`config.mk`:
```
export PLATFORM = sky130hd
export DESIGN_NAME = ssc_core
export DESIGN_NICKNAME = d
export VERILOG_FILES = /design/src/rtl/ssc_core.v /design/src/rtl/ssc_pair_buf.v
export VERILOG_INCLUDE_DIRS = /design/src /design/src/rtl
export SDC_FILE = /design/constraint.sdc
export NUM_CORES = 1
export LEC_CHECK = 0
export BUFFER_PORTS_ARGS = -buffer_cell sky130_fd_sc_hd__buf_2
export CAP_MARGIN = 20
export CORE_UTILIZATION = 50
export DETAILED_ROUTE_END_ITERATION = 8
export PLACE_DENSITY = 0.76
export SETUP_SLACK_MARGIN = 0.5
export SLEW_MARGIN = 20
export SYNTH_ARGS = -nofsm -noshare
export SYNTH_HDL_FRONTEND = slang
export SYNTH_HIERARCHICAL = 1
export SYNTH_SLANG_ARGS = --single-unit
```
`constraint.sdc`:
```
create_clock -name clk_sys -period 4.83 [get_ports clk_sys]
set_clock_uncertainty 0.15 [all_clocks]
set_input_delay 0.2415 -clock clk_sys [delete_from_list [all_inputs] [get_ports clk_sys]]
set_output_delay 0.2415 -clock clk_sys [all_outputs]
set_load 0.05 [all_outputs]
```
`src/rtl/ssc_map.vh`:
```
// Register map, field positions and reset values of the serial adapter
`ifndef SSC_MAP_VH
`define SSC_MAP_VH

// Status bits
`define SSC_ST_RDA        0
`define SSC_ST_TX_FIFO_SPACE_FLAG       1
`define SSC_ST_DCD        2
`define SSC_ST_CTS        3
`define SSC_ST_UF         4
`define SSC_ST_OVR        5
`define SSC_ST_PE         6
`define SSC_ST_IRQ        7

// control_one bits
`define SSC_C1_RXRS       0
`define SSC_C1_TXRS       1
`define SSC_C1_STRIP      2
`define SSC_C1_CLRSYNC    3
`define SSC_C1_TIE        4
`define SSC_C1_RIE        5
`define SSC_C1_SEL_HI     7
`define SSC_C1_SEL_LO     6

// control_commands bits
`define SSC_C3_EXTSYNC    0
`define SSC_C3_ONESYNC    1
`define SSC_C3_CLRCTS     2
`define SSC_C3_CLRUF      3

// control_format bits
`define SSC_C2_EIE        7
`define SSC_C2_FILL       6
`define SSC_C2_FMT_HI     5
`define SSC_C2_FMT_LO     3
`define SSC_C2_XSIZE      2

// Register select codes used when the select line is high
`define SSC_SEL_CMD       2'h0
`define SSC_SEL_FMT       2'h1
`define SSC_SEL_SYNC      2'h2
`define SSC_SEL_TXD       2'h3

// Pin function settings
`define SSC_PF_AUDIO_OUT  2'h0
`define SSC_PF_AUDIO_IN   2'h2

// Reset values
`define SSC_C1_RESET      8'h03
`define SSC_C2_RESET      8'h18
`define SSC_C3_RESET      2'h0
`define SSC_SYNC_RESET    8'h00

// FIFO depth in stages
`define SSC_FIFO_DEPTH    2'h3

`endif

```
`src/rtl/ssc_core.v`:
```
// Status, control and serial data logic of the synchronous serial adapter
//
// What this block does
// - Rising CTS edge latches status bit 3 until clear-CTS or transmitter reset.
// - After clear-CTS, status bit 3 follows live CTS until next rising edge.
// - Underflow in fill mode sets status bit 4; clear command or Tx reset clear.
// - Underflow flag means sync code goes next; output pulses only for sync fill.
// - Overrun sets bit 5; cleared by status then FIFO read, or Rx reset.
// - Bit 6 shows parity error of last FIFO stage; clears on read or Rx reset.
// - DCD activity never clears parity error or receive FIFO flags.
// - Bit 7 reads one exactly while interrupt output is low, same enables.
// - Interrupt drops once all enabled sources clear; no acknowledge needed.
// - Space flag clears at 3 Tx bytes (2 in two-byte mode); data-ready clears at 0 Rx bytes (1 in two-byte).
// - Latched DCD clears on status then FIFO read, or Rx reset.
// - control_one bit 5 enables ready interrupt, bit 4 space; 7..6 select.
// - control_one bit 3 drops receive sync; bit 2 strips sync codes.
// - control_one bits 1 and 0 hold transmitter and receiver in reset.
// - Clear-underflow and clear-CTS command bits clear flags and their interrupt.
// - Command bit 1 picks one or two sync chars; bit 0 external sync.
// - Error enable lets status bits 6 down to 2 request an interrupt.
// - Fill bit one sends sync code on underflow; zero sends all marks.
// - Format bits 5..3 choose data width and parity per the table.
// - Transfer size bit picks one-byte or two-byte meaning of flags.
// - Pin function 00 drives match/ready output high, 10 drives it low.
// - Status register is read-only, eight bits; reading changes no flag.
// - In two-byte mode data-ready needs both last FIFO stages full.
`timescale 1ns/1ps
`include "ssc_map.vh"
module ssc_core
(
  // System clock and reset
  input  wire       clk_sys,
  input  wire       reset,
  // Host register port, synchronous to clk_sys
  input  wire       bus_en,
  input  wire       bus_rw,
  input  wire       register_select_line,
  input  wire [7:0] bus_wdata,
  output reg  [7:0] bus_rdata,
  output reg        irq_n,
  // Serial line pins
  input  wire       ser_clk_pin,
  input  wire       rx_data_pin,
  input  wire       cts_pin,
  input  wire       dcd_pin,
  input  wire       ext_sync_pin,
  output reg        tx_data_pin,
  output reg        underflow_out,
  output reg        match_or_terminal_ready_out
);

  // Data width of a format code
  function [3:0] fmt_bits;
    input [2:0] fmt;
    begin
      case (fmt)
        3'h0, 3'h1: fmt_bits = 4'h6;
        3'h2, 3'h4, 3'h5: fmt_bits = 4'h7;
        default: fmt_bits = 4'h8;
      endcase
    end
  endfunction

  // Mask of the low n bits
  function [7:0] low_mask;
    input [3:0] n;
    begin
      low_mask = 8'hFF >> (4'h8 - n);
    end
  endfunction

  // Parity bit that a character should carry under the format
  function par_bit;
    input [2:0] fmt;
    input [7:0] data;
    begin
      par_bit = (^(data & low_mask(fmt_bits(fmt)))) ^ fmt[0];
    end
  endfunction

  // Pin synchronisers: clk, rx data, CTS, DCD, external sync
  reg  [4:0] pin_s1_reg;
  reg  [4:0] pin_s2_reg;
  reg  [4:0] pin_s3_reg;
  always @(posedge clk_sys)
  begin
    if (reset)
    begin
      pin_s1_reg <= 5'h00;
      pin_s2_reg <= 5'h00;
      pin_s3_reg <= 5'h00;
    end
    else
    begin
      pin_s1_reg <= {ext_sync_pin, dcd_pin, cts_pin, rx_data_pin, ser_clk_pin};
      pin_s2_reg <= pin_s1_reg;
      pin_s3_reg <= pin_s2_reg;
    end
  end
  wire link_rise = pin_s2_reg[0] & ~pin_s3_reg[0];
  wire link_fall = ~pin_s2_reg[0] & pin_s3_reg[0];
  wire rx_bit    = pin_s2_reg[1];
  wire cts_live  = pin_s2_reg[2];
  wire dcd_live  = pin_s2_reg[3];
  wire cts_rise  = pin_s2_reg[2] & ~pin_s3_reg[2];
  wire dcd_rise  = pin_s2_reg[3] & ~pin_s3_reg[3];

  // Register file
  reg  [7:0] ctl_one_reg;
  reg  [7:0] ctl_fmt_reg;
  reg  [1:0] ctl_mode_reg;
  reg  [7:0] sync_code_reg;
  reg        clr_uf_reg;
  reg        clr_cts_reg;
  wire [1:0] reg_sel  = ctl_one_reg[`SSC_C1_SEL_HI:`SSC_C1_SEL_LO];
  wire       tx_rst   = ctl_one_reg[`SSC_C1_TXRS];
  wire       rx_rst   = ctl_one_reg[`SSC_C1_RXRS];
  wire [2:0] fmt      = ctl_fmt_reg[`SSC_C2_FMT_HI:`SSC_C2_FMT_LO];
  wire [3:0] dbits    = fmt_bits(fmt);
  wire       has_par  = (fmt != 3'h2) && (fmt != 3'h3);
  wire [3:0] wlen     = dbits + {3'h0, has_par};
  wire [3:0] slen     = (wlen > 4'h8) ? 4'h8 : wlen;
  wire       one_byte = ctl_fmt_reg[`SSC_C2_XSIZE];
  wire       ext_mode = ctl_mode_reg[`SSC_C3_EXTSYNC];

  wire wr_strobe = bus_en & ~bus_rw;
  wire rd_strobe = bus_en & bus_rw;
  wire wr_ctl1   = wr_strobe & ~register_select_line;
  wire wr_cmd    = wr_strobe & register_select_line & (reg_sel == `SSC_SEL_CMD);
  wire wr_fmt    = wr_strobe & register_select_line & (reg_sel == `SSC_SEL_FMT);
  wire wr_sync   = wr_strobe & register_select_line & (reg_sel == `SSC_SEL_SYNC);
  wire wr_txd    = wr_strobe & register_select_line & (reg_sel == `SSC_SEL_TXD);
  wire rd_stat   = rd_strobe & ~register_select_line;
  wire rd_rxd    = rd_strobe & register_select_line;

  // Register writes; clear-CTS and clear-underflow command bits live one clock only
  always @(posedge clk_sys)
  begin
    if (reset)
    begin
      ctl_one_reg   <= `SSC_C1_RESET;
      ctl_fmt_reg   <= `SSC_C2_RESET;
      ctl_mode_reg  <= `SSC_C3_RESET;
      sync_code_reg <= `SSC_SYNC_RESET;
      clr_uf_reg    <= 1'b0;
      clr_cts_reg   <= 1'b0;
    end
    else
    begin
      if (wr_ctl1)
        ctl_one_reg <= bus_wdata;
      if (wr_fmt)
        ctl_fmt_reg <= bus_wdata;
      if (wr_sync)
        sync_code_reg <= bus_wdata;
      if (wr_cmd)
        ctl_mode_reg <= bus_wdata[`SSC_C3_ONESYNC:`SSC_C3_EXTSYNC];
      clr_uf_reg  <= wr_cmd & bus_wdata[`SSC_C3_CLRUF];
      clr_cts_reg <= wr_cmd & bus_wdata[`SSC_C3_CLRCTS];
    end
  end

  // Transmit FIFO: stage 0 is the one sent next
  reg  [7:0] tx_mem [0:2];
  reg  [1:0] tx_cnt_reg;
  reg  [8:0] tx_sh_reg;
  reg  [3:0] tx_left_reg;
  reg        uf_pend_reg;
  wire       tx_load = link_fall & ~tx_rst & (tx_left_reg == 4'h0);
  wire       tx_pop  = tx_load & (tx_cnt_reg != 2'h0);
  wire       tx_fill = tx_load & (tx_cnt_reg == 2'h0);
  wire       tx_push = wr_txd & (tx_cnt_reg != `SSC_FIFO_DEPTH);
  wire [7:0] tx_head = tx_mem[0] & low_mask(dbits);
  wire [8:0] tx_dword = {1'b0, tx_head}
                      | ({8'h00, has_par & par_bit(fmt, tx_head)} << dbits);
  wire [7:0] tx_sync = sync_code_reg & low_mask(slen);
  // Sync fill carries parity only in the nine-bit format
  wire [8:0] tx_sword = {wlen > 4'h8 && par_bit(fmt, tx_sync), tx_sync};
  wire [8:0] tx_word  = tx_pop ? tx_dword :
                        ctl_fmt_reg[`SSC_C2_FILL] ? tx_sword : 9'h1FF;
  integer    i;

  // Preloading is allowed while the transmitter is held in reset
  always @(posedge clk_sys)
  begin
    if (reset || (wr_ctl1 && bus_wdata[`SSC_C1_TXRS] && !tx_rst))
    begin
      tx_cnt_reg <= 2'h0;
      for (i = 0; i < 3; i = i + 1)
        tx_mem[i] <= 8'h00;
    end
    else
    begin
      if (tx_pop)
      begin
        tx_mem[0] <= tx_mem[1];
        tx_mem[1] <= tx_mem[2];
      end
      if (tx_push)
        tx_mem[tx_pop ? tx_cnt_reg - 2'h1 : tx_cnt_reg] <= bus_wdata;
      tx_cnt_reg <= tx_cnt_reg + {1'b0, tx_push} - {1'b0, tx_pop};
    end
  end

  // Transmit shifter, bits change on the falling link clock edge
  always @(posedge clk_sys)
  begin
    if (reset || tx_rst)
    begin
      tx_data_pin   <= 1'b1;
      tx_sh_reg     <= 9'h1FF;
      tx_left_reg   <= 4'h0;
      uf_pend_reg   <= 1'b0;
      underflow_out <= 1'b0;
    end
    else
    begin
      if (tx_load)
      begin
        tx_data_pin <= tx_word[0];
        tx_sh_reg   <= {1'b1, tx_word[8:1]};
        tx_left_reg <= wlen - 4'h1;
      end
      else if (link_fall && tx_left_reg != 4'h0)
      begin
        tx_data_pin <= tx_sh_reg[0];
        tx_sh_reg   <= {1'b1, tx_sh_reg[8:1]};
        tx_left_reg <= tx_left_reg - 4'h1;
      end
      // Pulse spans one high half of the link clock, sync fill only
      if (tx_fill && ctl_fmt_reg[`SSC_C2_FILL])
        uf_pend_reg <= 1'b1;
      else if (link_rise)
        uf_pend_reg <= 1'b0;
      if (link_rise && uf_pend_reg)
        underflow_out <= 1'b1;
      else if (link_fall)
        underflow_out <= 1'b0;
    end
  end

  // Receiver framing: hunt for sync, then assemble characters
  reg  [7:0] hunt_reg;
  reg        synced_reg;
  reg        first_reg;
  reg  [8:0] rx_sh_reg;
  reg  [3:0] rx_cnt_reg;
  reg        rx_done_reg;
  reg  [8:0] rx_char_reg;
  wire [7:0] hunt_next = {rx_bit, hunt_reg[7:1]};
  wire       hunt_hit  = ((hunt_next >> (4'h8 - slen)) ==
                          (sync_code_reg & low_mask(slen)));
  wire [8:0] rx_word   = rx_sh_reg | ({8'h00, rx_bit} << rx_cnt_reg);
  wire [7:0] rx_data   = rx_word[7:0] & low_mask(dbits);
  wire       rx_pbit   = rx_word[dbits];
  wire       rx_is_sync = ((rx_word[7:0] & low_mask(slen)) ==
                           (sync_code_reg & low_mask(slen)));
  wire       rx_pe     = has_par & (rx_pbit != par_bit(fmt, rx_data));
  wire       rx_end    = link_rise & synced_reg &
                         (rx_cnt_reg == wlen - 4'h1);

  always @(posedge clk_sys)
  begin
    if (reset || rx_rst || ctl_one_reg[`SSC_C1_CLRSYNC])
    begin
      hunt_reg    <= 8'h00;
      synced_reg  <= 1'b0;
      first_reg   <= 1'b0;
      rx_sh_reg   <= 9'h000;
      rx_cnt_reg  <= 4'h0;
      rx_done_reg <= 1'b0;
      rx_char_reg <= 9'h000;
    end
    else
    begin
      rx_done_reg <= 1'b0;
      if (ext_mode)
        synced_reg <= pin_s2_reg[4];
      if (link_rise)
      begin
        hunt_reg <= hunt_next;
        if (!synced_reg && !ext_mode && hunt_hit)
        begin
          // Sync characters that establish framing are never stored
          first_reg  <= 1'b1;
          synced_reg <= ctl_mode_reg[`SSC_C3_ONESYNC] | first_reg;
          rx_cnt_reg <= 4'h0;
          rx_sh_reg  <= 9'h000;
        end
        else if (synced_reg)
        begin
          rx_sh_reg  <= rx_end ? 9'h000 : rx_word;
          rx_cnt_reg <= rx_end ? 4'h0 : rx_cnt_reg + 4'h1;
        end
      end
      if (rx_end && !(ctl_one_reg[`SSC_C1_STRIP] && rx_is_sync))
      begin
        rx_done_reg <= 1'b1;
        rx_char_reg <= {rx_pe, rx_data};
      end
    end
  end

  // Buffer between assembler and FIFO; full buffer means overrun
  wire       buf_in_ready;
  wire       buf_valid;
  wire [8:0] buf_data;
  reg  [8:0] rx_mem [0:2];
  reg  [1:0] rx_fcnt_reg;
  wire       rx_pop  = rd_rxd & (rx_fcnt_reg != 2'h0);
  wire       rx_take = buf_valid & (rx_fcnt_reg != `SSC_FIFO_DEPTH);
  wire       ovr_set = rx_done_reg & ~buf_in_ready;

  ssc_pair_buf u_pair_buf
  (
    .clk_sys   (clk_sys),
    .reset     (reset),
    .in_valid  (rx_done_reg),
    .in_ready  (buf_in_ready),
    .in_data   (rx_char_reg),
    .out_valid (buf_valid),
    .out_ready (rx_take | rx_rst),
    .out_data  (buf_data)
  );

  // Receive FIFO: stage 0 is the last stage, read first
  always @(posedge clk_sys)
  begin
    if (reset || rx_rst)
    begin
      rx_fcnt_reg <= 2'h0;
      for (i = 0; i < 3; i = i + 1)
        rx_mem[i] <= 9'h000;
    end
    else
    begin
      if (rx_pop)
      begin
        rx_mem[0] <= rx_mem[1];
        rx_mem[1] <= rx_mem[2];
      end
      if (rx_take)
        rx_mem[rx_pop ? rx_fcnt_reg - 2'h1 : rx_fcnt_reg] <= buf_data;
      rx_fcnt_reg <= rx_fcnt_reg + {1'b0, rx_take} - {1'b0, rx_pop};
    end
  end

  // Sticky flags; a set in the same cycle as a clear wins
  reg  cts_lat_reg;
  reg  dcd_lat_reg;
  reg  uf_reg;
  reg  ovr_reg;
  reg  armed_reg;
  wire seq_clear = rd_rxd & armed_reg;
  always @(posedge clk_sys)
  begin
    if (reset)
    begin
      cts_lat_reg <= 1'b0;
      dcd_lat_reg <= 1'b0;
      uf_reg      <= 1'b0;
      ovr_reg     <= 1'b0;
      armed_reg   <= 1'b0;
    end
    else
    begin
      cts_lat_reg <= cts_rise |
                     (cts_lat_reg & ~clr_cts_reg & ~tx_rst);
      // DCD touches only its own latch
      dcd_lat_reg <= dcd_rise |
                     (dcd_lat_reg & ~seq_clear & ~rx_rst);
      uf_reg      <= (tx_fill & ctl_fmt_reg[`SSC_C2_FILL]) |
                     (uf_reg & ~clr_uf_reg & ~tx_rst);
      ovr_reg     <= ovr_set | (ovr_reg & ~seq_clear & ~rx_rst);
      // Arming is hidden state, so the status read alters no flag
      if (rd_stat)
        armed_reg <= 1'b1;
      else if (rd_rxd)
        armed_reg <= 1'b0;
    end
  end

  // Live status; after a clear the latch bits follow the pin level
  wire rx_data_ready_flag  = one_byte ? (rx_fcnt_reg != 2'h0)
                       : (rx_fcnt_reg >= 2'h2);
  wire tx_fifo_space_flag = ~tx_rst & ~(cts_live & ~ext_mode) &
              (one_byte ? (tx_cnt_reg != 2'h3)
                        : (tx_cnt_reg <= 2'h1));
  wire pe   = (rx_fcnt_reg != 2'h0) & rx_mem[0][8];
  wire err_src = pe | ovr_reg | uf_reg | cts_lat_reg | dcd_lat_reg;
  wire irq_src = (ctl_one_reg[`SSC_C1_RIE] & rx_data_ready_flag) |
                 (ctl_one_reg[`SSC_C1_TIE] & tx_fifo_space_flag) |
                 (ctl_fmt_reg[`SSC_C2_EIE] & err_src);
  wire [7:0] status = {~irq_n, pe, ovr_reg, uf_reg,
                       cts_lat_reg | cts_live,
                       dcd_lat_reg | dcd_live, tx_fifo_space_flag, rx_data_ready_flag};

  // Read data and pin outputs, all registered
  always @(posedge clk_sys)
  begin
    if (reset)
    begin
      bus_rdata <= 8'h00;
      irq_n     <= 1'b1;
      match_or_terminal_ready_out <= 1'b1;
    end
    else
    begin
      if (rd_stat)
        bus_rdata <= status;
      else if (rd_rxd)
        bus_rdata <= rx_mem[0][7:0];
      irq_n <= ~irq_src;
      if (ctl_fmt_reg[1:0] == `SSC_PF_AUDIO_OUT)
        match_or_terminal_ready_out <= 1'b1;
      else if (ctl_fmt_reg[1:0] == `SSC_PF_AUDIO_IN)
        match_or_terminal_ready_out <= 1'b0;
      else
        match_or_terminal_ready_out <= synced_reg;
    end
  end

endmodule

```
`src/rtl/ssc_pair_buf.v`:
```
// Two-entry valid/ready buffer in the received character path
`timescale 1ns/1ps
module ssc_pair_buf
(
  // Clock and reset
  input  wire       clk_sys,
  input  wire       reset,
  // Filling side
  input  wire       in_valid,
  output wire       in_ready,
  input  wire [8:0] in_data,
  // Draining side
  output wire       out_valid,
  input  wire       out_ready,
  output wire [8:0] out_data
);

  reg [8:0] slot0_reg;
  reg [8:0] slot1_reg;
  reg [1:0] count_reg;
  wire      push;
  wire      pop;

  // Ready is honest: only free space lets a word in
  assign in_ready  = (count_reg != 2'h2);
  assign out_valid = (count_reg != 2'h0);
  assign out_data  = slot0_reg;
  assign push      = in_valid & in_ready;
  assign pop       = out_valid & out_ready;

  // Slot 0 is always the oldest word
  always @(posedge clk_sys)
  begin
    if (reset)
    begin
      slot0_reg <= 9'h000;
      slot1_reg <= 9'h000;
      count_reg <= 2'h0;
    end
    else
    begin
      if (pop)
      begin
        slot0_reg <= (push && count_reg == 2'h1) ? in_data : slot1_reg;
      end
      else if (push && count_reg == 2'h0)
      begin
        slot0_reg <= in_data;
      end
      if (push && (count_reg == 2'h2 || (count_reg == 2'h1 && !pop)))
      begin
        slot1_reg <= in_data;
      end
      count_reg <= count_reg + {1'b0, push} - {1'b0, pop};
    end
  end

endmodule

```
# Word-level counts from Yosys, hierarchy flattened
# Memory sizes are Yosys's and may differ from the RTL's.
# Index checks and enable logic that the tools add are counted.
dict set report classes {
  addsub 14
  order_cmp 4
  n_eq_ne 19
  shift 5
  muxes 64
  bitwise 93
  reduce_logical 51
}
# cell n
set ops {}
lappend ops {{9-bit 2-to-1 mux} 11}
lappend ops {{8-bit AND} 7}
lappend ops {{8-bit 2-to-1 mux} 7}
lappend ops {{1-bit AND} 47}
lappend ops {{1-bit 2-to-1 mux} 34}
lappend ops {{4-bit 2-to-1 mux} 6}
lappend ops {{8-bit parity} 3}
lappend ops {{1-bit bitwise OR} 18}
lappend ops {{2-bit nonzero test} 9}
lappend ops {{1-bit by 4-bit left shift with 9-bit output} 2}
lappend ops {{8-bit == test} 2}
lappend ops {{1-bit inverter} 16}
lappend ops {{8-bit by 4-bit >> shifter with 8-bit output, first input constant} 2}
lappend ops {{1-bit logical AND} 15}
lappend ops {{8-bit by 9-bit bitwise OR with 9-bit output} 1}
lappend ops {{9-bit bitwise OR} 1}
lappend ops {{9-bit OR reduction} 1}
lappend ops {{2-bit == test, second input constant} 4}
lappend ops {{2-bit zero test} 4}
lappend ops {{2-bit 2-to-1 mux} 4}
lappend ops {{4-bit case mux with 2 select lines} 1}
lappend ops {{8-bit OR reduction} 1}
lappend ops {{8-bit by 4-bit >> shifter with 8-bit output} 1}
lappend ops {{4-bit by 1-bit subtractor with 4-bit output, second input constant} 2}
lappend ops {{other kinds (28)} 51}
dict set report word_totals {
  register_bits 129
  mem_bits_rw 51
  mem_count 2
}
# name words word_bits read_ports rd_clocked_by_memory_dff write_ports line
set mem_list {}
lappend mem_list {rx_mem 3 9 3 0 3 ssc_core.v:308} ;# reg [8:0] rx_mem [0:2];
lappend mem_list {tx_mem 3 8 3 0 3 ssc_core.v:164} ;# reg [7:0] tx_mem [0:2];

# Longest topological paths before layout
# Gate-level depths: netlist of run 1.
dict set report logic_depth {
  depth_word 16
  depth_mapped 21
  depth_no_buf 15
}

# Hierarchy
# The synthesis of run 1 kept the hierarchy.
# mod instances cells_per_inst area_per_inst_um2 seq_area_each_um2
set modules_own_cells {}
lappend modules_own_cells {ssc_core 1 871 7991.4 3673.5}
lappend modules_own_cells {ssc_pair_buf 1 119 1052.3 400.4}

# Worst setup path before layout of run 1
# Ideal clock, no wire load.
dict set report synth_timing {
  kind {register to register}
  start {register ctl_fmt_reg[4]}
  end {register rx_sh_reg[3]}
  setup_time_ps 114
  arrival_time_ps 3736
  required_time_ps 4566
  slack_ps 830
  path_stages_with_launch 20
  synth_period_minus_slack_ps 4000
  path_cell_list {dfxtp_1 > clkbuf_1 > nand2b_1 > nand2_1 > ha_1 > buf_6 > a21bo_1 > buf_4 > nand2_1 > inv_1 > ha_1 > buf_2 > clkbuf_1 > nor2_1 > a311oi_1 > o2111ai_1 > o311a_1 > buf_2 > nor2b_1 > a21o_1}
}
dict set report synth_between {
  elab_chain_cells 13
}
# element line
set synth_lines {}
lappend synth_lines {{start, declared} ssc_core.v:110} ;# reg [7:0] ctl_fmt_reg;
lappend synth_lines {{start signal, assigned} ssc_core.v:142} ;# ctl_fmt_reg <= `SSC_C2_RESET;
lappend synth_lines {{start signal, assigned} ssc_core.v:153} ;# ctl_fmt_reg <= bus_wdata;
lappend synth_lines {{3-bit by 2-bit == test with 1-bit output, or another cell as far along} ssc_core.v:56} ;# case (fmt)
lappend synth_lines {{3-bit OR reduction / 2-bit OR reduction (equally long branches)} ssc_core.v:56}
lappend synth_lines {{4-bit case mux with 2 select lines} ssc_core.v:56}
lappend synth_lines {{4-bit by 1-bit adder with 4-bit output *} ssc_core.v:121} ;# wire [3:0] wlen = dbits + {3'h0, has_par};
lappend synth_lines {{4-bit greater-than comparator} ssc_core.v:122} ;# wire [3:0] slen = (wlen > 4'h8) ? 4'h8 : wlen;
lappend synth_lines {{4-bit 2-to-1 mux} ssc_core.v:122}
lappend synth_lines {{4-bit subtractor} {ssc_core.v:68, ssc_core.v:251}}
lappend synth_lines {{8-bit by 4-bit >> shifter with 8-bit output} ssc_core.v:68} ;# low_mask = 8'hFF >> (4'h8 - n);
lappend synth_lines {{8-bit AND} ssc_core.v:252} ;# (sync_code_reg & low_mask(slen)));
lappend synth_lines {{8-bit == test} ssc_core.v:251} ;# wire hunt_hit = ((hunt_next >> (4'h8 - slen)) ==
lappend synth_lines {{1-bit logical AND} ssc_core.v:282} ;# if (!synced_reg && !ext_mode && hunt_hit)
lappend synth_lines {{2-bit nonzero test (no line)} --}
lappend synth_lines {{2-bit AND reduction (no line)} --}
lappend synth_lines {{end signal, assigned} ssc_core.v:292} ;# rx_sh_reg <= rx_end ? 9'h000 : rx_word;
lappend synth_lines {{end, declared} ssc_core.v:246} ;# reg [8:0] rx_sh_reg;
# Every way passes the cells marked *; elsewhere a longest branch is shown, timed or not. The select of a mux whose other input is x is not followed.
# A chain may end at the register's enable or synchronous reset.

# Worst setup path in the final report of run 1
dict set report layout_timing {
  start {register ctl_fmt_reg[5]}
  end {register rx_cnt_reg[2]}
}
dict set report layout_between {
  elab_chain_cells 13
}
# element line
set layout_lines {}
lappend layout_lines {{3-bit by 2-bit == test with 1-bit output, or another cell as far along} ssc_core.v:56}
lappend layout_lines {{3-bit OR reduction / 2-bit OR reduction (equally long branches)} ssc_core.v:56}
lappend layout_lines {{4-bit case mux with 2 select lines} ssc_core.v:56}
lappend layout_lines {{4-bit by 1-bit adder with 4-bit output *} ssc_core.v:121}
lappend layout_lines {{4-bit greater-than comparator} ssc_core.v:122}
lappend layout_lines {{4-bit 2-to-1 mux} ssc_core.v:122}
lappend layout_lines {{4-bit subtractor} {ssc_core.v:68, ssc_core.v:251}}
lappend layout_lines {{8-bit by 4-bit >> shifter with 8-bit output} ssc_core.v:68}
lappend layout_lines {{8-bit AND} ssc_core.v:252}
lappend layout_lines {{8-bit == test} ssc_core.v:251}
lappend layout_lines {{1-bit logical AND} ssc_core.v:282}
lappend layout_lines {{2-bit nonzero test (no line)} --}
lappend layout_lines {{2-bit AND reduction (no line)} --}
lappend layout_lines {{end signal, assigned} ssc_core.v:293} ;# rx_cnt_reg <= rx_end ? 4'h0 : rx_cnt_reg + 4'h1;
lappend layout_lines {{end, declared} ssc_core.v:247} ;# reg [3:0] rx_cnt_reg;
# Marked as above.

==> metrics.txt, run 1 <==
grt total ovfl=0; IO Count=30; Max VDD drop=a little over 0.3 mV; RR Endpoint=rx_cnt_reg[2]$_SDFFE_PP0P_; min Tclk post-route=roughly 4100 ps; Mapped Cells=between 900 and 1,000; synth top area cells=dfxtp_1 28%, edfxtp_1 17%, nor2_1 3.8%, a21oi_1 3.8%, mux2i_1 3.8%; worst-margin pin slew=1040 ps; die span in x=about 140 um; most frequent cell after synthesis=dfxtp_1; Largest regs=rx_mem x27, tx_mem x24; final net count=between 1,000 and 1,500; vias per cell=5.72; row count=48; Finish-stage setup viols=0; reg2reg path depth=14; die height=136 um; crit start category=flop; CTS Buf Count=17; max FFs per register=27; Post-Syn Area=approximately 0.009 mm2; # clock sinks=~180; TritonRoute pass-1 iters=8; R2R Setup Slk=between 700 and 800 ps; CTS tree=yes; top sig layer=met4; largest net degree at the start of global routing=46; Worst-path clk slew=about 80 ps; period utilization=around 85%; Routed Antenna Nets=0; RSZ-0062 raised after global routing=no; Cells after DPL=about 1,200; DR WL met3=about 1000 um; hold path depth=2; root buf cell=clkbuf_16; Inserted Diodes=0; Post-synth EDFFs=just over 50; top post-synthesis cells by count=127 x dfxtp_1, 92 x nor2_1, 85 x nand2_1; setup TNS=0 ps; Via Count=just over 7,000; Tot GR Track Use=around 22%; Hold EP=clr_uf_reg$_SDFF_PP0_; vias in the first global route=approximately 6,300; post-synthesis sequential area ratio=approximately 45%; Non-Filler Instances=about 1,200; Met2 Wirelength=around 9400 um; worst min-delay path category=in2reg; initial antenna violation count=0; # port buffers=29; CP Data Arrival Time=around 4300 ps; Power Density=352 mW/mm2; worst path required time=roughly 5000 ps; Final Hold Viols=0; share of layout cells above drive strength 1=11.6%; Met1 Routed Length=between 9000 and 10,000 um; run status=complete, no violations; Core Area=0.0175 mm2; top_reg_cell synth=dfxtp_1; die area=0.0186 mm2; Yosys reg bits=178; clk buf depth=2; RD Place Congestion=0.895; register with the most flip-flops=rx_mem; Crit Path Class=reg2reg; Area growth syn-to-layout=10.3%; max-slew violations=0; WL per Instance=around 16 um; Remaining DRCs=0; Reg-to-Reg Start=ctl_fmt_reg[5]$_SDFFE_PP0P_; post-synth top area cell=dfxtp_1; Ys Warns=6; worst rel slew slack=~30%; FFs w/ async S/R, synth=0%; top-area cell type share of the netlist area=roughly 28%; Syn Nets=1,027; Avg Synthesized Cell Area=9.14 um2; initial core utilization=51.7%; CP Capture Type=flop; clock insertion delay at the later pin of the skew report=between 400 and 500 ps; LEAKAGE=0.00375 uW; first-pass GRT wire length=~32,000 um; Worst Hold Launch=bus_wdata[3]; final WL=20,400 um; Max-Cap Viols=0; Netlist cell types=between 80 and 90; HPWL after DPL=roughly 14,000 um; Peak Freq=244 MHz; DRT iter0 DRCs=approximately 550; H-tree levels=4; Max FO, Critical Path=18
==> critical path, stage by stage, from the launching register on <==
cell	delay (ps)
dfxtp_2	380
buf_4	210
a21o_4	270
ha_2	250
a21bo_4	280
nand2_1	220
inv_1	100
ha_1	370
buf_4	220
nor4b_1	270
nand4b_1	160
o2111ai_1	170
o311a_2	470
and3b_1	210
a211o_1	250
==> metal layers <==
metal  GRT usage [%]  up-vias
met5               0        -
met2            36.1      183
li1                -     3525
met3            3.89       27
met4            7.41        0
met1            30.5     3330
==> layout by cell type (no fill, tap or decap), types with 10 or more instances in the layout <==
master and count:
nor2_1 92, edfxtp_1 51, buf_4 13, nor2b_1 25, clkbuf_16 17, nand2_1 85, nand3_1 26, nand2b_1 13
o21ai_0 54, dfxtp_1 125, ha_1 18, buf_2 29, a22o_1 10, nor3_1 26, nor4_1 12, xnor2_1 34
and2_1 17, a21oi_1 68, mux2i_1 34, a211oi_1 20, inv_1 46, nand3b_1 12
==> timing repair <==
| item | CTS | global route |
|---|---|---|
| pin swaps | 0 | 1 |
| resized for setup | 1 | 6 |
| hold buffers | 9 | 0 |
| endpoints found under the setup margin | 2 | 12 |
| setup buffers | 0 | 3 |
| cloned | 0 | 0 |
| hold endpoints to repair | 10 | 0 |
==> power breakdown <==
| group | total [uW] | switching [uW] | internal [uW] |
|---|---|---|---|
| logic | 440 | 269 | 172 |
| registers | 1650 | 50.7 | 1600 |
| clock network | 1420 | 676 | 748 |
==> cell families after synthesis <==
| logic type | count (synthesis) | synth area share, % |
|---|---|---|
| xor gates and xnor gates | 41 | 3.97 |
| AOI/OAI and AO/OA | 234 | 17.0 |
| muxes | 36 | 4.01 |
| adders and majority gates | 19 | 2.63 |
| buffers and inverters | 111 | 5.51 |
| and+or+nand+nor | 371 | 21.9 |
| DFF | 178 | 45.0 |
==> metrics by stage <==
step	util [%]	hold slack, ps	worst slack, ps	area [um2]	power (uW)
after floorplan	-	209	830	9040	2030
after global placement	52.8	269	592	9230	2090
after detailed placement	52.8	277	489	9230	2100
after CTS	56.9	2.19	518	9940	3520
after global routing	57.1	11.9	526	9980	3640
final	57.1	9.38	736	9980	3510
==> worst max path at each step <==
stage                                start                         end  slack, ps  depth (start not counted)
3_3_place_gp   ctl_fmt_reg[5]$_SDFFE_PP0P_  rx_cnt_reg[2]$_SDFFE_PP0P_        590                         14
3_5_place_dp   ctl_fmt_reg[5]$_SDFFE_PP0P_  rx_cnt_reg[2]$_SDFFE_PP0P_        490                         14
5_1_grt        ctl_fmt_reg[5]$_SDFFE_PP0P_  rx_cnt_reg[2]$_SDFFE_PP0P_        530                         14
4_1_cts        ctl_fmt_reg[5]$_SDFFE_PP0P_  rx_cnt_reg[2]$_SDFFE_PP0P_        520                         14
6_report       ctl_fmt_reg[5]$_SDFFE_PP0P_  rx_cnt_reg[2]$_SDFFE_PP0P_        740                         14
2_1_floorplan  ctl_fmt_reg[4]$_SDFFE_PP1P_   rx_sh_reg[3]$_SDFFE_PP0P_        830                         19
==> area by class of cell <==
cell class                      count  area, um2
Clock buffer                       17        425
Clock inverter                     15        188
Fill cell                        1489       7500
Inverter                           48        180
Multi-Input combinational cell    701       4490
Sequential cell                   178       4080
Tap cell                          225        282
Timing Repair Buffer               51        333
Note: power is estimated with default switching activity, not from simulation.
==> inputs of run 2 (changes only) <==
clock period = 4.1 ns   (was 4.83 ns; I/O delays follow)
==> run 2 against run 1 <==
Against the previous run:
- setup slack lost 160 ps
- die area stayed put
- sequential cell count stayed put
- first-iteration DRC count is 45% higher
- clock power grew 11%
- worst hold slack lost 3.3 ps
- power rose by 15%
- sequential power rose by 18%
- critical endpoint unchanged
==> metrics.txt, run 2 (synthesis results as in run 1) <==
run status=complete, no violations; Slowest-stage cell, CP=nor3_4; # clock sinks=178 (unchanged); Max-Cap Viols=0 (unchanged); final core occ=58.3% (+1.3 points); RD Place Congestion=0.887 (-0.94%); worst min-delay path category=in2reg; worst path required time=4280 ps (-730 ps); Inserted Diodes=0 (unchanged); Cell Area, Placed=0.00929 mm2 (+0.65%); Routed Antenna Nets=0 (unchanged); setup TNS=0 ps (unchanged); share of layout cells above drive strength 1=13.7% (+2.1 points); Remaining DRCs=0 (unchanged); worst rel slew slack=35.0% (+4.6 points); vias per cell=5.79 (+1.3%); H-tree levels=4 (unchanged); Worst-path clk slew=80 ps (about the same); period utilization=86.0% (+1.2 points); min Tclk post-route=3520 ps (-570 ps); # port buffers=29 (unchanged); CTS tree=yes; CP cell instances=nand2b_4, nand2_1, ha_2, a21bo_1, nand2_4, inv_1, ha_4, clkbuf_2, nor4b_2, nand4b_1, o2111ai_4, nor3_4, o22ai_4, a211o_1; LEAKAGE=0.00385 uW (+2.5%); Finish-stage setup viols=0 (unchanged); sw frac=28.5% (+0.18 points); Via Count=7,271 (+2.9%); max FFs per register=27 (unchanged); Final Hold Viols=0 (unchanged); internal power=2900 uW (+15%); largest net degree at the start of global routing=42 (-8.7%); initial core utilization=51.7% (unchanged); RSZ-0062 raised after global routing=no; Psw=1160 uW (+16%); Cells after DPL=1,195 (+0.34%); Design Area, Final=0.0102 mm2 (+2.2%); CP Capture Type=flop; DRT iter0 DRCs=798 (+45%); final WL=21,300 um (+4.5%); CTS Buf Count=17 (unchanged); WL per Instance=17.0 um (+2.9%); Max VDD drop=0.351 mV (+14%); die area=0.0186 mm2 (unchanged); initial antenna violation count=0 (unchanged); TritonRoute pass-1 iters=7 (-1); CP Data Arrival Time=3700 ps (-570 ps); most common cell after layout, fill and taps aside=dfxtp_1; Peak Freq=284 MHz (+16%); worst-margin pin slew=975 ps (-65.3 ps); Crit Path Class=reg2reg; vias in the first global route=6,385 (+1.5%); Area growth syn-to-layout=12.8%; grt total ovfl=0 (unchanged); IO Count=30 (unchanged); Max stage delay on crit path=420 ps (-50 ps); Flop pwr share=47.9% (+1.0 points); final net count=1,054 (+1.9%); number of fill cells=1,491 (+0.13%); row count=48 (unchanged); Clock Power Share=38.9% (-1.7 points); register with the most flip-flops=rx_mem; crit start category=flop; Tot GR Track Use=22.9% (+0.42 points); clk buf depth=2 (unchanged); Largest regs=rx_mem x27, tx_mem x24; Non-Filler Instances=1,255 (+1.6%); die span in x=136 um (unchanged); die height=136 um (unchanged); combinational share of power=13.2% (+0.7 points); Power Density=397 mW/mm2 (+13%); clock insertion delay at the later pin of the skew report=440 ps (about the same); Max FO, Critical Path=6 (-12); HPWL after DPL=14,200 um (+0.57%); root buf cell=clkbuf_16; max-slew violations=0 (unchanged); Core Area=0.0175 mm2 (unchanged); most frequent cells in the layout=124 x dfxtp_1, 92 x nor2_1, 84 x nand2_1; first-pass GRT wire length=32,900 um (+2.2%)
[run 2: cell count changes in the layout (fill, tap and decap cells not counted), moves of 2 or more]
cell / delta
buf_4: +14
dlygate4sd3_1: +3
clkinv_8: -3
o31ai_1: -2
clkinv_4: +2
dfxtp_4: +2
[run 2: final timing paths]
kind                               startpoint                     endpoint  slack (ps)  cells after the start
setup / recovery  ctl_fmt_reg[4]$_SDFFE_PP1P_   rx_cnt_reg[2]$_SDFFE_PP0P_         580                     14
hold / removal                   bus_wdata[4]  ctl_one_reg[4]$_SDFFE_PP0P_           6                      3
setup reg to reg  ctl_fmt_reg[4]$_SDFFE_PP1P_   rx_cnt_reg[2]$_SDFFE_PP0P_         580                     14
hold reg to reg      pin_s1_reg[1]$_SDFF_PP0_     pin_s2_reg[1]$_SDFF_PP0_         290                      1
[run 2: critical path: cells and delay by family, from the launching register on]
family,cells,cell delay [ps]
buffers and inverters,2,250
adder cells (fa/ha/maj),2,480
AO/OA/AOI/OAI,4,870
flip-flops,1,400
AND/OR/NAND/NOR,6,1240
[run 2: metrics by stage]
step           power (uW)  hold slack [ps]  worst slack [ps]
2_1_floorplan        2390              173               505
3_3_place_gp         2460              265               229
3_5_place_dp         2480              268               164
4_1_cts              4050             5.53               494
5_1_grt              4210             2.71               462
6_report             4050             6.07               575
[run 2: what timing repair did]
action,in CTS,in global routing
setup endpoints to repair,12,14
cloned,0,2
hold buffers,12,0
pin swaps,0,9
gates resized for setup,6,11
setup buffers,0,14
hold endpoints to repair,20,0
[run 2: layout make-up]
type,count,area (um2),share of cell area (%)
timing repair buffer,69,473,4.64
clock buffer,17,425,4.17
inverter,48,180,1.77
sequential,178,4080,40.0
multi-input combinational,703,4610,45.3
clock inverter,15,140,1.37
tap,225,282,2.76
[run 2: metal layers]
layer | global-route usage (%) | share of wire, % | wire [um]
met5 | 0 | 0 | 0
met4 | 7.16 | 1.6 | 347
met3 | 4.44 | 5.3 | 1130
met2 | 36.9 | 47 | 9980
met1 | 30.8 | 46 | 9830
[run 2: power groups by stage]
stage | clock network [uW] | logic (uW) | registers, uW
2_1_floorplan | 0 | 423 | 1970
3_5_place_dp | 0 | 495 | 1980
5_1_grt | 1660 | 591 | 1950
6_report | 1570 | 536 | 1940
3_3_place_gp | 0 | 483 | 1980
4_1_cts | 1590 | 511 | 1940
==> inputs of run 3 (changes only) <==
==> constraint.sdc (replaced) <==
create_clock -name clk_sys -period 4.1 [get_ports clk_sys]
set_clock_uncertainty 0.15 [all_clocks]
set_input_delay 0 -clock clk_sys [delete_from_list [all_inputs] [get_ports clk_sys]]
set_output_delay 0 -clock clk_sys [all_outputs]
set_load 0.05 [all_outputs]
==> run 3 against run 2 <==
Against the previous run:
- clock-buffer cell count unchanged
- register-to-register slack improved by 95 ps
- combinational power down 0.7%
- highest routed layer unchanged
- utilization up 0.71 points
- largest cell class unchanged
- clock power barely moved
- sequential power is essentially flat
- die area unchanged
- setup slack better by 95 ps
- largest power group unchanged
==> metrics.txt, run 3 (synthesis results as in run 1) <==
crit path to=rx_sh_reg[6]$_SDFFE_PP0P_; CP cell instances=nand3b_4, nand2_1, ha_2, a21bo_1, nand2_4, inv_1, ha_4, and3_1, nand3_1, a211oi_2, o2111ai_4, nor3_4, o22ai_2, a22o_1; die span in x=136 um (unchanged); Reg-to-Reg Start=ctl_fmt_reg[5]$_SDFFE_PP0P_; Max FO, Critical Path=7 (+1); max-slew violations=0 (unchanged); # port buffers=29 (unchanged); Largest regs=rx_mem x27, tx_mem x24; clock insertion delay at the later pin of the skew report=430 ps (about the same); initial antenna violation count=0 (unchanged); initial core utilization=51.7% (unchanged); # clock sinks=178 (unchanged); most frequent cells in the layout=124 x dfxtp_1, 92 x nor2_1, 84 x nand2_1; number of fill cells=1,487 (-0.27%); Inserted Diodes=0 (unchanged); Area growth syn-to-layout=14.1%; RSZ-0062 raised after global routing=yes; H-tree levels=4 (unchanged); DRT iter0 DRCs=685 (-14%); CTS Buf Count=17 (unchanged); Max stage delay on crit path=400 ps (-20 ps); period utilization=83.6% (-2.3 points); WL per Instance=16.7 um (-1.7%); final WL=21,100 um (-0.76%); first-pass GRT wire length=33,100 um (+0.61%); largest net degree at the start of global routing=44 (+4.8%); WHS=161 ps (+155 ps); run status=complete, no violations; Max-Cap Viols=0 (unchanged); IO Count=30 (unchanged); Worst-path clk slew=70 ps (about the same); worst rel slew slack=33.6% (-1.3 points); most common cell after layout, fill and taps aside=dfxtp_1; Worst Setup SP=ctl_fmt_reg[5]$_SDFFE_PP0P_; Crit Path Class=reg2reg; Power Density=395 mW/mm2 (-0.56%); CTS tree=yes; clk buf depth=2 (unchanged); HPWL after DPL=14,300 um (+0.46%); crit start category=flop; final net count=1,066 (+1.1%); Final Hold Viols=0 (unchanged); die area=0.0186 mm2 (unchanged); Tot GR Track Use=23.1% (+0.25 points); CP Data Arrival Time=3600 ps (-100 ps); Remaining DRCs=0 (unchanged); row count=48 (unchanged); Peak Freq=292 MHz (+2.8%); vias in the first global route=6,441 (+0.88%); share of layout cells above drive strength 1=13.5% (-0.16 points); min Tclk post-route=3430 ps (-95.5 ps); worst-margin pin slew=992 ps (+16.6 ps); Finish-stage setup viols=0 (unchanged); LEAKAGE=0.00390 uW (+1.4%); worst min-delay path category=in2reg; Core Area=0.0175 mm2 (unchanged); die height=136 um (unchanged); register with the most flip-flops=rx_mem; reg2reg path depth=14 (unchanged); R2R Setup Slk=670 ps (+100 ps); grt total ovfl=0 (unchanged); max FFs per register=27 (unchanged); TritonRoute pass-1 iters=5 (-2); RD Place Congestion=0.885 (-0.19%); worst path required time=4270 ps (about the same); Max VDD drop=0.302 mV (-14%); Slowest-stage cell, CP=dfxtp_4; Routed Antenna Nets=0 (unchanged); vias per cell=5.78 (-0.27%); setup TNS=0 ps (unchanged); hold path depth=3 (unchanged); RR Endpoint=rx_sh_reg[6]$_SDFFE_PP0P_; root buf cell=clkbuf_16; CP Capture Type=flop; Via Count=7,321 (+0.69%)
==> run 3: repair_timing <==
item                                    4_1_cts  5_1_grt
gates cloned                                  0        1
hold buffers                                 26        0
endpoints found under the setup margin       12       12
buffers inserted                              0       13
hold endpoints to repair                     70        0
resized for setup                             7        8
pin swaps                                     0       10
==> run 3: per-stage QoR <==
step	instance area [um2]	setup slack, ps	instances	power, uW	utilization [%]
detailed placement	9290	154	1195	2470	53.2
finish	10300	671	1267	4080	59.1
global placement	9290	247	1195	2460	53.2
floorplan	9110	505	990	2390	-
global route	10300	485	1267	4230	59.1
CTS	10200	515	1253	4080	58.2
==> run 3: report_power, final <==
part	switching (uW)	internal (uW)	total, uW	leakage [uW]
Sequential	61.0	1880	1940	0.00160
Combinational	322	210	532	0.00201
Clock	783	821	1600	0.000287
Total	1170	2910	4080	0.00390
==> run 3: critical path: cells and delay by family (launching register included) <==
kind	cells	cell delay, ps
AND/OR/NAND/NOR	6	960
adder cells (fa/ha/maj)	2	520
flip-flops	1	400
AO/OA/AOI/OAI	5	1190
buffers and inverters	1	90
==> run 3: area by class of cell <==
type | instances | area, um2 | area share, %
clock buffers | 17 | 425 | 4.12
clock inverters | 15 | 161 | 1.56
inverters | 48 | 180 | 1.75
multi-input cells | 702 | 4590 | 44.4
flip-flops and latches | 178 | 4080 | 39.6
well taps | 225 | 282 | 2.73
repair buffers | 82 | 603 | 5.84
==> run 3: how the worst min path moves through the flow <==
stage            startpoint                           to  slack [ps]
3_3_place_gp   ext_sync_pin     pin_s1_reg[4]$_SDFF_PP0_          60
5_1_grt        ext_sync_pin     pin_s1_reg[4]$_SDFF_PP0_         160
6_report        rx_data_pin     pin_s1_reg[1]$_SDFF_PP0_         160
4_1_cts        ext_sync_pin     pin_s1_reg[4]$_SDFF_PP0_         150
3_5_place_dp   ext_sync_pin     pin_s1_reg[4]$_SDFF_PP0_          60
2_1_floorplan  bus_wdata[0]  ctl_one_reg[0]$_SDFFE_PP1P_         -30
==> run 3: routing by layer <==
metal | wire [um] | GRT usage [%] | part of all wire [%]
met3 | 1190 | 5.22 | 5.7
met5 | 0 | 0 | 0
met1 | 9840 | 30.9 | 47
met2 | 9840 | 37.0 | 47
met4 | 251 | 7.10 | 1.2
